==> src/pkg/lite_timer_pkg.sv <==
package lite_timer_pkg;

  // Register indices; the byte address on the bus is four times the index.
  localparam logic [7:0] CSR_IDX = 8'h0b;
  localparam logic [7:0] CAP_IDX = 8'h0c;

  // Control/status field positions.
  localparam int CSR_CAP_IRQ_EN = 7;
  localparam int CSR_CAP_FLAG = 6;
  localparam int CSR_DOUBLE = 5;
  localparam int CSR_PER_IRQ_EN = 4;
  localparam int CSR_PER_FLAG = 3;
  localparam int CSR_RST_STATUS = 2;
  localparam int CSR_WDG_EN = 1;
  localparam int CSR_REFRESH = 0;

  // Counter and prescaler.
  localparam logic [4:0] PRESCALE_LAST = 5'h1f;
  localparam logic [7:0] COUNT_TOP = 8'hf9;
  localparam logic [7:0] COUNT_RESET = 8'h00;

  // Cycles after a halt exit before the watchdog runs again.
  localparam logic [8:0] HOLDOFF_CYCLES = 9'h100;

  // Values after reset.
  localparam logic [7:0] CAPTURE_RESET = 8'h00;
  localparam logic CAP_FLAG_RESET = 1'b0;

endpackage : lite_timer_pkg

==> src/rtl/timebase_watchdog_capture_timer.sv <==
// Functional notes
// RL1: Hidden counter from zero, step per 32 clocks.
// RL2: Overflow when counter wraps F9h to 00h.
// RL3: Period 8000 clocks, or 16000 when doubled.
// RL4: Period sets flag; interrupt when flag and enable.
// RL5: Status read clears period flag; writes ignored.
// RL6: Enabled watchdog resets at unrefreshed period end.
// RL7: Refresh bit cleared each period; set avoids reset.
// RL8: Period counted from reset; late enable resets.
// RL9: Enable then write status bit forces reset.
// RL10: Watchdog reset sets status; low-voltage reset clears.
// RL11: Status left set resets on next enable.
// RL12: Hardware watchdog option keeps watchdog always on.
// RL13: Halt stops counter and suppresses watchdog resets.
// RL14: Watchdog resumes 256 clocks after halt exit.
// RL15: Pin edge captures counter, sets capture flag.
// RL16: Capture flag clears only on capture read.
// RL17: Set capture flag blocks further captures.
// RL18: Software reads capture after reset to clear.
// RL19: Other low-power modes leave timer running.
// RL20: Separate period and capture interrupt requests.
// RL21: Capture pin synchronised before edge detection.
`timescale 1ns/10ps
module timebase_watchdog_capture_timer
  import lite_timer_pkg::*;
(
  // Clock and resets.
  input wire logic clk_sys,
  input wire logic rst_n,
  input wire logic lowVoltageResetN,
  // Avalon-MM register slave.
  input wire logic [7:0] address,
  input wire logic read,
  input wire logic write,
  input wire logic [3:0] byteenable,
  input wire logic [31:0] writedata,
  output logic [31:0] readdata,
  output logic waitrequest,
  // Device options and power state.
  input wire logic hwWatchdog,
  input wire logic haltMode,
  // External capture pin.
  input wire logic captureInputPin,
  // Requests to the rest of the device.
  output logic watchdogReset,
  output logic periodIrq,
  output logic captureIrq
);

  typedef struct packed {
    logic [4:0] prescale;
    logic [7:0] count;
    logic tbPhase;
    logic wdgPhase;
    logic capIrqEn;
    logic capFlag;
    logic doubleSel;
    logic perIrqEn;
    logic perFlag;
    logic resetStatus;
    logic readSeen;
    logic wdgEn;
    logic refresh;
    logic pending;
    logic enPrev;
    logic haltPrev;
    logic [8:0] holdoff;
    logic [7:0] capture;
    logic [2:0] pinSync;
    logic pinLevel;
    logic waitReq;
    logic [7:0] rdata;
    logic wdgRst;
    logic perIrq;
    logic capIrq;
  } state_t;

  localparam state_t STATE_RESET = '{
    prescale: 5'h00,
    count: COUNT_RESET,
    tbPhase: 1'b0,
    wdgPhase: 1'b0,
    capIrqEn: 1'b0,
    capFlag: CAP_FLAG_RESET,
    doubleSel: 1'b0,
    perIrqEn: 1'b0,
    perFlag: 1'b0,
    resetStatus: 1'b0,
    readSeen: 1'b0,
    wdgEn: 1'b0,
    refresh: 1'b0,
    pending: 1'b0,
    enPrev: 1'b0,
    haltPrev: 1'b0,
    holdoff: 9'h000,
    capture: CAPTURE_RESET,
    pinSync: 3'h0,
    pinLevel: 1'b0,
    waitReq: 1'b1,
    rdata: 8'h00,
    wdgRst: 1'b0,
    perIrq: 1'b0,
    capIrq: 1'b0
  };

  state_t state_r;
  state_t state_nxt;

  // Register decode: word aligned, index times four.
  function automatic logic hits(input logic [7:0] addr,
                                input logic [7:0] idx);
    hits = (addr[1:0] == 2'h0) && (addr[7:2] == idx[5:0]) &&
           (idx[7:6] == 2'h0);
  endfunction : hits

  logic overflow;
  logic periodEvt;
  logic periodEnd;
  logic wdgActive;
  logic wdgRun;
  logic accept;
  logic wrCsr;
  logic rdCsr;
  logic rdCap;
  logic pinEdge;
  logic fireReset;

  // Next-state logic for the whole block.
  always_comb
  begin
    state_nxt = state_r;
    accept = (read || write) && !state_r.waitReq;
    wrCsr = accept && write && byteenable[0] && hits(address, CSR_IDX);
    rdCsr = accept && read && hits(address, CSR_IDX);
    rdCap = accept && read && hits(address, CAP_IDX);

    // Counter freezes in halt because the oscillator is stopped.
    overflow = 1'b0;
    if (!haltMode) // RL13 RL19
    begin
      state_nxt.prescale = state_r.prescale + 5'h01; // RL1
      if (state_r.prescale == PRESCALE_LAST)
      begin
        overflow = (state_r.count == COUNT_TOP); // RL2
        state_nxt.count = overflow ? COUNT_RESET :
                          state_r.count + 8'h01; // RL1
      end
    end

    // Timebase: every overflow, or every second one when doubled.
    periodEvt = overflow && (!state_r.doubleSel || state_r.tbPhase); // RL3
    if (overflow)
      state_nxt.tbPhase = state_r.doubleSel ? !state_r.tbPhase : 1'b0;

    // Watchdog period is two overflows, counted from reset.
    wdgActive = hwWatchdog || state_r.wdgEn; // RL12
    wdgRun = !haltMode && (state_r.holdoff == 9'h000); // RL13 RL14
    periodEnd = overflow && wdgRun && state_r.wdgPhase; // RL8
    if (overflow && wdgRun)
      state_nxt.wdgPhase = !state_r.wdgPhase;
    state_nxt.haltPrev = haltMode;
    if (state_r.haltPrev && !haltMode)
      state_nxt.holdoff = HOLDOFF_CYCLES; // RL14
    else if (state_r.holdoff != 9'h000)
      state_nxt.holdoff = state_r.holdoff - 9'h001;

    // Bus writes to control bits; flag positions are ignored.
    if (wrCsr)
    begin
      state_nxt.capIrqEn = writedata[CSR_CAP_IRQ_EN];
      state_nxt.doubleSel = writedata[CSR_DOUBLE];
      state_nxt.perIrqEn = writedata[CSR_PER_IRQ_EN];
      state_nxt.wdgEn = writedata[CSR_WDG_EN];
      if (writedata[CSR_REFRESH])
      begin
        state_nxt.refresh = 1'b1; // RL7
        state_nxt.pending = 1'b0; // RL8
      end
      // Status clears by software only after a status read.
      if (!writedata[CSR_RST_STATUS] && state_r.readSeen)
        state_nxt.resetStatus = 1'b0; // RL10
    end

    // Watchdog period end: the refresh bit absorbs one expiry.
    fireReset = 1'b0;
    if (periodEnd)
    begin
      state_nxt.refresh = 1'b0; // RL7
      if (!state_r.refresh)
      begin
        if (wdgActive)
          fireReset = 1'b1; // RL6
        else
          state_nxt.pending = 1'b1; // RL8
      end
    end
    if (wdgActive && wdgRun && state_r.pending && !state_nxt.refresh)
      fireReset = 1'b1; // RL8
    if (wrCsr && writedata[CSR_RST_STATUS] && wdgActive)
      fireReset = 1'b1; // RL9
    if (wdgActive && !state_r.enPrev && state_r.resetStatus)
      fireReset = 1'b1; // RL11
    if (haltMode)
      fireReset = 1'b0; // RL13
    // A pending expiry is spent by the reset it causes, so it fires once.
    if (fireReset)
      state_nxt.pending = 1'b0; // RL8
    state_nxt.enPrev = wdgActive;
    state_nxt.wdgRst = fireReset;
    if (state_r.wdgRst)
      state_nxt.resetStatus = 1'b1; // RL10
    if (!lowVoltageResetN)
      state_nxt.resetStatus = 1'b0; // RL10
    if (rdCsr)
      state_nxt.readSeen = 1'b1;
    if (state_r.wdgRst || !lowVoltageResetN)
      state_nxt.readSeen = 1'b0;

    // Period flag: cleared only if the read returned it set.
    if (rdCsr && state_r.rdata[CSR_PER_FLAG])
      state_nxt.perFlag = 1'b0; // RL5
    if (periodEvt)
      state_nxt.perFlag = 1'b1; // RL4

    // Pin filter: a level counts once stages two and three agree.
    state_nxt.pinSync = {state_r.pinSync[1:0], captureInputPin}; // RL21
    if (state_r.pinSync[1] == state_r.pinSync[2])
      state_nxt.pinLevel = state_r.pinSync[2]; // RL21
    pinEdge = (state_r.pinSync[1] == state_r.pinSync[2]) &&
              (state_r.pinSync[2] != state_r.pinLevel); // RL15

    // Capture: a set flag locks the captured value.
    if (rdCap)
      state_nxt.capFlag = 1'b0; // RL16 RL18
    if (pinEdge && !state_r.capFlag) // RL17
    begin
      state_nxt.capture = state_r.count; // RL15
      state_nxt.capFlag = 1'b1; // RL15
    end

    // Separate registered requests for each event source.
    state_nxt.perIrq = state_nxt.perFlag && state_nxt.perIrqEn; // RL4 RL20
    state_nxt.capIrq = state_nxt.capFlag && state_nxt.capIrqEn; // RL15 RL20

    // One wait cycle per access; read data is held for the accept edge.
    state_nxt.waitReq = !((read || write) && state_r.waitReq);
    if ((read || write) && state_r.waitReq)
    begin
      state_nxt.rdata = 8'h00;
      if (read && hits(address, CSR_IDX))
        state_nxt.rdata = {state_r.capIrqEn, state_r.capFlag,
                           state_r.doubleSel, state_r.perIrqEn,
                           state_r.perFlag, state_r.resetStatus,
                           state_r.wdgEn, state_r.refresh};
      else if (read && hits(address, CAP_IDX))
        state_nxt.rdata = state_r.capture;
    end
  end

  // State register; the reset status survives a plain system reset.
  always_ff @(posedge clk_sys)
  begin
    if (!rst_n)
    begin
      state_r <= STATE_RESET;
      state_r.resetStatus <= state_nxt.resetStatus; // RL10
    end
    else
      state_r <= state_nxt;
  end

  // Outputs straight from the state register.
  assign readdata = {24'h000000, state_r.rdata};
  assign waitrequest = state_r.waitReq;
  assign watchdogReset = state_r.wdgRst;
  assign periodIrq = state_r.perIrq;
  assign captureIrq = state_r.capIrq;

endmodule : timebase_watchdog_capture_timer

==> config.mk <==
export PLATFORM = sky130hd
export DESIGN_NAME = timebase_watchdog_capture_timer
export DESIGN_NICKNAME = d
export VERILOG_FILES = /design/src/pkg/lite_timer_pkg.sv /design/src/rtl/timebase_watchdog_capture_timer.sv
export SDC_FILE = /design/constraint.sdc
export NUM_CORES = 1
export LEC_CHECK = 0
export BUFFER_PORTS_ARGS = -buffer_cell sky130_fd_sc_hd__buf_2
export CORE_MARGIN = 2
export CORE_UTILIZATION = 51
export DETAILED_ROUTE_END_ITERATION = 8
export PLACE_DENSITY = 0.77
export SYNTH_ARGS = -nofsm -noshare
export SYNTH_HDL_FRONTEND = slang
export SYNTH_SLANG_ARGS = --single-unit
==> constraint.sdc <==
create_clock -name clk_sys -period 2.6 [get_ports clk_sys]
set_clock_uncertainty 0.05 [all_clocks]
set_input_delay 0.39 -clock clk_sys [delete_from_list [all_inputs] [get_ports clk_sys]]
set_output_delay 0.39 -clock clk_sys [all_outputs]
set_load 0.005 [all_outputs]
==> impl_results.md, run 1 <==
* Status: completed
* Vias per inst at ~5.1
* CP arrival at around 2.3 ns
* Critical path required time at 2.83 ns
* Skew-Pair Late Insertion Delay at about 0.33 ns
* Initial Util at a little over half
* CP endpoint kind: register
* RSZ-0062 raised after global routing: no
* Avg WL per Cell at 12.5 um
* Critical Path Source Type: register
* Seq/Total Area, Yosys at between 40 and 50%
* Hpwl dp at 3790 um
* Final Hold Vio Count at 0
* Number of CTS-inserted buffers at 9
* Power per cell area at about 730 mW/mm^2
* Via count at between 2000 and 2500
* Synth unique cells at 54
* I/O Pins at 88
* Worst slew margin at 62.0%
* Setup TNS at 0 ns
* Mapped cell area at about 0.0028 mm^2
* Min Tclk post-route at approximately 2.1 ns
* Most common cell after layout, fill and taps aside: dfxtp_1
* Min-delay worst type: in2reg
* Die footprint at 0.00618 mm^2
* Setup ws final at 0.522 ns
* Vias in the first global route at approximately 1900
* Total Wirelength at about 5000 um
* Die width at roughly 79 um
* Flops & latches, synth at 60
* First DRT Iteration DRCs at 90
* Pre-CTS WS at roughly 0.37 ns
* Drt pass-1 iters at 4
* Slew @ Worst Pin at approximately 0.57 ns
* Buffers on Ports at 34
* CTS tree: yes
* Area grow syn2layout at 10.8%
* Most frequent cells in the layout: dfxtp_1 (60), nor2_1 (37), buf_2 (34)
* CP Max Fanout at 6
* Max VDD drop at around 360 uV
* Fmax achieved at 0.481 GHz
* Core area at approximately 0.0054 mm^2
* DRC violations left at 0
* Syn. warnings at 0
* Crit share post-route at between 70% and 80%
* Worst hold slack at about 0.22 ns
* Gr usage total at 17.7%
* GRT overflow at 0
* Leakage power at ~0.0013 uW
* Synth Flop Type: dfxtp_1
* # hold bufs at CTS at 0
* Post-synth ARST share at 0%
* Post-synth EDFFs at 0
* Post-CTS Setup Bufs at 0
* Antenna Cells at 0
* Root Buffer: clkbuf_8
* RePlAce Congestion at between 0.7 and 0.8
* Class of the most critical setup path: reg2reg
* Syn Area/Cell at 9.55 um^2
* Height of the die at about 79 um
* Routed Antenna Nets at 0
* Final Slew Violations at 0
* Longest Clk Path Bufs at 2
* Largest net degree at the start of global routing at 21
* Share of layout cells above drive strength 1 at approximately a fifth
* Setup Viol. Count Final at 0
* Global-route wire length before repair at roughly 8500 um
* Clock Sinks at 60
* Initial antenna violation count at 0
* Cells after Synth at 297
* Site Rows at 27
* Gates resized, CTS repair at 0
* Nets at 390
* Max-Cap Viols at 0
* Clock Pin Slew Worst Setup and Hold Paths at around 0.06 ns
* H-tree lvl count at 3
[routing by layer]
metal	vias to the layer above	track usage (%)	wire, um
met5	-	0	0
met4	0	8.25	104
met3	10	5.52	294
met2	65	27.0	2290
li1	1046	-	-
met1	958	22.9	2420
[synth_stat cells, types with 3 or more instances]
master     n  share of area, %
a211oi_1   3              0.79
nand3b_1   4               1.1
inv_1      5              0.66
nor2_1    37               4.9
nor3_1     3              0.53
nor2b_1   15               3.3
dfxtp_1   60                42
xnor2_1   10               3.1
clkbuf_1   6              0.79
a21oi_1    8               1.4
nand4_1    3              0.66
nand2_1   13               1.7
mux2i_1   15               5.3
nor3b_1    8               2.1
ha_1       6               2.6
xor2_1     4               1.2
a221oi_1   8               2.5
buf_4     32               8.5
o21ai_0    4              0.71
nor4_1     4              0.88
and2_1    11               2.4
[worst max-delay path, cell delays in order, from the launching register on]
cell and delay [ns]:
dfxtp_1 0.34, or4_4 0.56, nand4bb_4 0.25, or4_1 0.51, a21boi_2 0.19, o21a_1 0.12
[sequential cells by signal (all words and copies together), names as in the netlist]
signal / count
watchdogReset: 1
waitrequest: 1
readdata: 8
state_nxt: 2
periodIrq: 1
captureIrq: 1
state_r: 46
[kinds of logic after synthesis]
family | Yosys count | share of synthesized area, %
adders and majority gates | 6 | 2.65
muxes | 16 | 5.69
AOI/OAI and AO/OA | 34 | 8.60
and+or+nand+nor | 120 | 25.7
DFF | 60 | 42.3
xor gates and xnor gates | 14 | 4.32
buffers and inverters | 46 | 10.6
other | 1 | 0.132
[through the flow]
stage                     instances  power, uW  area [um^2]  util (%)
after floorplan                 320       1470         2920         -
after global placement          393       1520         2960      54.4
final                           408       2290         3150      57.8
after global routing            408       2410         3150      57.8
after CTS                       408       2310         3150      57.8
after detailed placement        393       1530         2960      54.4
[area by class of cell]
cell class	count	area (um^2)
Tap cell	72	90.1
Sequential cell	60	1200
Multi-Input combinational cell	214	1420
Timing Repair Buffer	41	223
Fill cell	484	2290
Clock buffer	14	183
Clock inverter	1	5.00
Inverter	6	22.5
[power breakdown]
part	leakage, uW	internal [uW]	switching [uW]	total, uW
combinational	0.000685	232	243	475
clock	0.0000986	443	327	770
sequential	0.000488	986	57.7	1040
[worst paths after layout]
path,startpoint,endpoint,slack [ns],cells after the start
hold reg to reg,state_nxt[14],state_nxt[15],0.39,1
setup reg to reg,state_r[28],watchdogReset,0.52,5
setup / recovery,state_r[28],watchdogReset,0.52,5
hold / removal,captureInputPin,state_nxt[14],0.22,2
Power figures use the tool's default switching activity.
==> run 2: changes to the inputs <==
clock period = 2 ns   (was 2.6 ns; I/O delays follow)
==> run 2 against run 1 <==
  * Utilization grew 3.2 points
  * Clock power grew 53%
  * Final area grew 5.6%
  * Sequential power grew 30%
  * Critical path type unchanged
  * Largest power group unchanged
==> impl_results.md, run 2 (synthesis gave the netlist of run 1 again) <==
* Status: completed
* H-tree lvl count at 3 (unchanged)
* Vias per inst at 5.12 (+0.47%)
* Clock Sinks at 60 (unchanged)
* Largest net degree at the start of global routing at 21 (unchanged)
* Height of the die at 78.6 um (unchanged)
* Placed Cells incl. Taps at 400 (+1.8%)
* RSZ-0062 raised after global routing: yes
* Number of CTS-inserted buffers at 9 (unchanged)
* Final Slew Violations at 0 (unchanged)
* Area grow syn2layout at 17.1%
* Max-Cap Viols at 0 (unchanged)
* Min Tclk post-route at 2.00 ns (-0.0803 ns)
* Design Area, Final at 0.00332 mm^2 (+5.6%)
* Setup Viol. Count Final at 0 (unchanged)
* Critical path required time at 2.23 ns (-0.60 ns)
* I/O Pins at 88 (unchanged)
* Root Buffer: clkbuf_8
* Comb pwr share at 20.6% (-0.2 points)
* Total Wirelength at 5710 um (+12%)
* Fillcell total at 464 (-4.1%)
* Class of the most critical setup path: reg2reg
* GRT overflow at 0 (unchanged)
* Area of the multi-input gates at 0.00149 mm^2 (+4.6%)
* Power per cell area at 957 mW/mm^2 (+32%)
* Leakage power at 0.00133 uW (+4.8%)
* DRC violations left at 0 (unchanged)
* Max VDD drop at 520 uV (+43%)
* Most common cell after layout, fill and taps aside: dfxtp_1
* Sw Ratio at 27.4% (-0.056 points)
* Longest Clk Path Bufs at 2 (unchanged)
* Antenna Cells at 0 (unchanged)
* Worst hold slack at 0.111 ns (-0.105 ns)
* Pre-CTS WS at -0.0709 ns (-0.437 ns)
* Routed Antenna Nets at 0 (unchanged)
* Vias in the first global route at 1925 (+3.7%)
* Core area at 0.00544 mm^2 (unchanged)
* P_int at 2310 uW (+39%)
* Fmax achieved at 0.501 GHz (+4.0%)
* Placed inst area at 0.00301 mm^2 (+1.9%)
* Crit share post-route at 99.9% (+20 points)
* Worst slew margin at 57.8% (-4.2 points)
* Nets at 400 (+2.6%)
* Non-Filler Instances at 419 (+2.7%)
* Setup ws final at 0.00279 ns (-0.520 ns)
* Critical Path Source Type: register
* Hpwl dp at 3840 um (+1.5%)
* CP arrival at 2.22 ns (-0.09 ns)
* Share of layout cells above drive strength 1 at 26.8% (+6.0 points)
* CP Max Fanout at 3 (-3)
* Part of the power in the clock network at 37.0% (+3.4 points)
* Final Hold Vio Count at 0 (unchanged)
* First DRT Iteration DRCs at 92 (+2.2%)
* Initial Util at 52.2% (unchanged)
* Min-delay worst type: in2reg
* Drt pass-1 iters at 4 (unchanged)
* CTS tree: yes
* Max reg flops at 46 (unchanged)
* Register with the most flip-flops: state_r
* Buffers on Ports at 34 (unchanged)
* Global-route wire length before repair at 9070 um (+7.1%)
* Die width at 78.6 um (unchanged)
* Register share of total power at 42.4% (-3.2 points)
* Die footprint at 0.00618 mm^2 (unchanged)
* Reg area at 0.00121 mm^2 (+0.42%)
* Skew-Pair Late Insertion Delay at 0.34 ns (about the same)
* Site Rows at 27 (unchanged)
* Avg WL per Cell at 13.6 um (+8.8%)
* Gr usage total at 19.3% (+1.6 points)
* Initial antenna violation count at 0 (unchanged)
* CP endpoint kind: register
* NetSw at 870 uW (+39%)
* Slew @ Worst Pin at 0.628 ns (+0.0612 ns)
* Most frequent cells in the layout: dfxtp_1 (58), nor2_1 (36), buf_2 (34)
* Via count at 2145 (+3.2%)
* # hold bufs at CTS at 0 (unchanged)
* RePlAce Congestion at 0.791 (+3.9%)
* Clock Pin Slew Worst Setup and Hold Paths at 0.07 ns (about the same)
run 2: final cells by class:
cell class / count / share of cell area, %
Tap cell: 72 / 2.71
Clock inverter: 7 / 2.75
Inverter: 6 / 0.678
Sequential cell: 60 / 36.3
Clock buffer: 9 / 3.73
Multi-Input combinational cell: 214 / 44.7
Timing Repair Buffer: 51 / 9.08
run 2: power groups by stage:
stage | Sequential (uW) | Clock, uW | Combinational, uW
finish | 1350 | 1180 | 655
global route | 1360 | 1260 | 737
CTS | 1350 | 1200 | 649
detailed placement | 1370 | 0 | 646
global placement | 1370 | 0 | 629
floorplan | 1360 | 0 | 549
run 2: critical path: stages (launching register included):
cell	delay, ns
dfxtp_4	0.37
ha_4	0.13
and3_4	0.19
ha_4	0.12
nor2b_4	0.15
nand4_1	0.16
or4_4	0.47
a21boi_4	0.17
o21a_1	0.13
run 2: repair_timing:
item / CTS / global route
pin swaps: 2 / 3
buffers inserted: 0 / 3
setup endpoints to repair: 2 / 7
gates resized for setup: 2 / 14
cloned: 0 / 0
endpoints found under the hold margin: 0 / 0
run 2: per-stage QoR:
stage	power, uW	utilization, %	TNS (ns)
after floorplan	1910	-	-0.158
after global placement	2000	55.4	-0.119
after detailed placement	2020	55.4	-0.174
after CTS	3200	59.5	-0.0151
after global routing	3350	61.1	-0.117
final	3180	61.1	0
run 2: worst paths after layout:
path / startpoint / end / slack, ns / cells past startpoint
setup reg to reg: state_r[55] / watchdogReset / 0.003 / 8
hold / removal: captureInputPin / state_nxt[14] / 0.11 / 2
hold reg to reg: state_nxt[14] / state_nxt[15] / 0.39 / 1
setup / recovery: state_r[55] / watchdogReset / 0.003 / 8
run 2: routing by layer:
metal / vias to the layer above / wire (um) / GRT usage, %
li1: 1061 / - / -
met2: 70 / 2670 / 30.9
met1: 999 / 2550 / 24.0
met3: 15 / 328 / 5.06
met5: - / 0 / 0
met4: 0 / 157 / 9.82
==> run 3: changes to the inputs <==
CORE_UTILIZATION = 55   (was 51)
PLACE_DENSITY = unset   (was 0.77)
PLACE_DENSITY_LB_ADDON = 0.08   (was unset)
clock period = 2.55 ns   (was 2 ns; I/O delays follow)
==> run 3 against run 2 <==
  * Setup slack better by 0.47 ns
  * Non-clock buffer count decreased by 9
  * Critical path depth is 3 lower
  * Wire length is 11% lower
  * Fmax down 3.8%
  * First-iteration DRC count decreased by 14%
  * Utilization grew 1.0 points
  * Combinational power fell by 27%
  * Register-to-register slack improved by 0.47 ns
  * Cell count down 2.9%
==> impl_results.md, run 3 (synthesis gave the netlist of run 1 again) <==
* Worst slew margin at 57.5% (-0.29 points)
* Min-delay worst type: in2reg
* R2R cell count at 5 (-3)
* Setup TNS at 0 ns (unchanged)
* Setup Viol. Count Final at 0 (unchanged)
* Pre-CTS WS at 0.340 ns (+0.411 ns)
* Clock Sinks at 60 (unchanged)
* Vias per inst at 5.07 (-0.94%)
* Hpwl dp at 3820 um (-0.64%)
* Final Hold Vio Count at 0 (unchanged)
* Post-CTS Setup Bufs at 0 (unchanged)
* Avg WL per Cell at 12.4 um (-8.6%)
* Setup ws final at 0.474 ns (+0.471 ns)
* CP arrival at 2.31 ns (+0.09 ns)
* RSZ-0062 raised after global routing: no
* Non-Filler Instances at 407 (-2.9%)
* Leakage power at 0.00127 uW (-4.8%)
* Slew @ Worst Pin at 0.633 ns (+0.00431 ns)
* Initial antenna violation count at 0 (unchanged)
* CP endpoint kind: register
* Longest Clk Path Bufs at 2 (unchanged)
* Antenna Cells at 0 (unchanged)
* CP Max Fanout at 6 (+3)
* CTS tree: yes
* Via count at 2064 (-3.8%)
* Register with the most flip-flops: state_r
* Placed Cells incl. Taps at 392 (-2.0%)
* Reg-to-Reg Start: state_r[28]
* Buffers on Ports at 34 (unchanged)
* I/O Pins at 88 (unchanged)
* Design Area, Final at 0.00313 mm^2 (-5.7%)
* Gr usage total at 19.0% (-0.34 points)
* Hold Path End: state_nxt[14]
* Initial Util at 56.3% (+4.1 points)
* Routed Antenna Nets at 0 (unchanged)
* Core area at 0.00504 mm^2 (-7.3%)
* Die footprint at 0.00575 mm^2 (-6.9%)
* Status: completed
* H-tree lvl count at 3 (unchanged)
* RR Endpoint: watchdogReset
* Height of the die at 75.8 um (-3.5%)
* Drt pass-1 iters at 4 (unchanged)
* Root Buffer: clkbuf_8
* Total Wirelength at 5070 um (-11%)
* Nets at 391 (-2.3%)
* # hold bufs at CTS at 0 (unchanged)
* First DRT Iteration DRCs at 79 (-14%)
* Final Slew Violations at 0 (unchanged)
* GRT overflow at 0 (unchanged)
* Hold depth at 2 (unchanged)
* Class of the most critical setup path: reg2reg
* Placed inst area at 0.00296 mm^2 (-1.7%)
* R2r setup slk at 0.47 ns (+0.47 ns)
* Number of CTS-inserted buffers at 9 (unchanged)
* Most frequent cells in the layout: dfxtp_1 (60), nor2_1 (37), buf_2 (34)
* Gates resized, CTS repair at 0 (-2)
* RePlAce Congestion at 0.776 (-1.8%)
* Site Rows at 26 (-3.7%)
* Area grow syn2layout at 10.4%
* Most common cell after layout, fill and taps aside: dfxtp_1
* Min Tclk post-route at 2.08 ns (+0.0790 ns)
* Share of layout cells above drive strength 1 at 20.8% (-6.0 points)
* Clock Pin Slew Worst Setup and Hold Paths at 0.06 ns (about the same)
* Die width at 75.8 um (-3.5%)
* Power per cell area at 725 mW/mm^2 (-24%)
* Critical Path Source Type: register
* Global-route wire length before repair at 7960 um (-12%)
* Skew-Pair Late Insertion Delay at 0.33 ns (about the same)
* Crit share post-route at 81.4% (-18 points)
* Largest net degree at the start of global routing at 23 (+9.5%)
* Fmax achieved at 0.482 GHz (-3.8%)
* DRC violations left at 0 (unchanged)
* HP Start: captureInputPin
* Max-Cap Viols at 0 (unchanged)
* Max reg flops at 46 (unchanged)
* Critical path required time at 2.78 ns (+0.55 ns)
* Fillcell total at 452 (-2.6%)
* Max VDD drop at 590 uV (+14%)
* Vias in the first global route at 1783 (-7.4%)
* Utilization after layout at 62.1% (+1.0 points)
[run 3: cell count changes in the layout (fill, tap and decap cells not counted), moves of 2 or more]
cell       before  now
buf_4          16    8
clkbuf_1        0    2
ha_4            2    0
bufinv_16       2    0
clkbuf_8        9   11
dfxtp_1        58   60
ha_1            4    6
[run 3: report_power, final]
part / internal, uW / leakage [uW] / total, uW / switching [uW]
Combinational: 236 / 0.000690 / 476 / 240
Sequential: 1000 / 0.000488 / 1060 / 57.0
Clock: 397 / 0.0000893 / 733 / 335
Total: 1640 / 0.00127 / 2270 / 632
[run 3: layer usage]
metal,global-route usage (%),vias to the layer above,part of all wire (%)
met3,5.95,12,5.2
met2,29.5,53,44
met5,0,-,0
met1,23.8,949,48
li1,-,1050,-
met4,9.55,0,2.1
[run 3: worst max path at each step]
stage,from,to,slack [ns],cells past startpoint
after global placement,address[0],watchdogReset,0.34,7
after detailed placement,address[0],watchdogReset,0.34,7
after CTS,state_r[28],watchdogReset,0.46,5
final,state_r[28],watchdogReset,0.47,5
after global routing,state_r[28],watchdogReset,0.38,5
after floorplan,address[0],watchdogReset,0.41,5
[run 3: worst max-delay path, cell delays in order, from the launching register on]
cell,delay (ns)
dfxtp_1,0.34
or4_4,0.56
nand4bb_4,0.25
or4_1,0.53
a21boi_2,0.19
o21a_1,0.12
[run 3: cell type report]
class                   count  area, um^2  share of cell area [%]
inverters                   6        22.5                   0.719
clock inverters             2        10.0                   0.320
flip-flops and latches     60        1200                    38.4
well taps                  70        87.6                    2.80
multi-input cells         214        1420                    45.4
repair buffers             42         230                    7.35
clock buffers              13         159                    5.07
[run 3: stage by stage]
step | power, uW | hold WS [ns]
finish | 2270 | 0.218
global route | 2410 | 0.210
global placement | 1550 | 0.370
CTS | 2300 | 0.211
floorplan | 1500 | 0.362
detailed placement | 1560 | 0.375
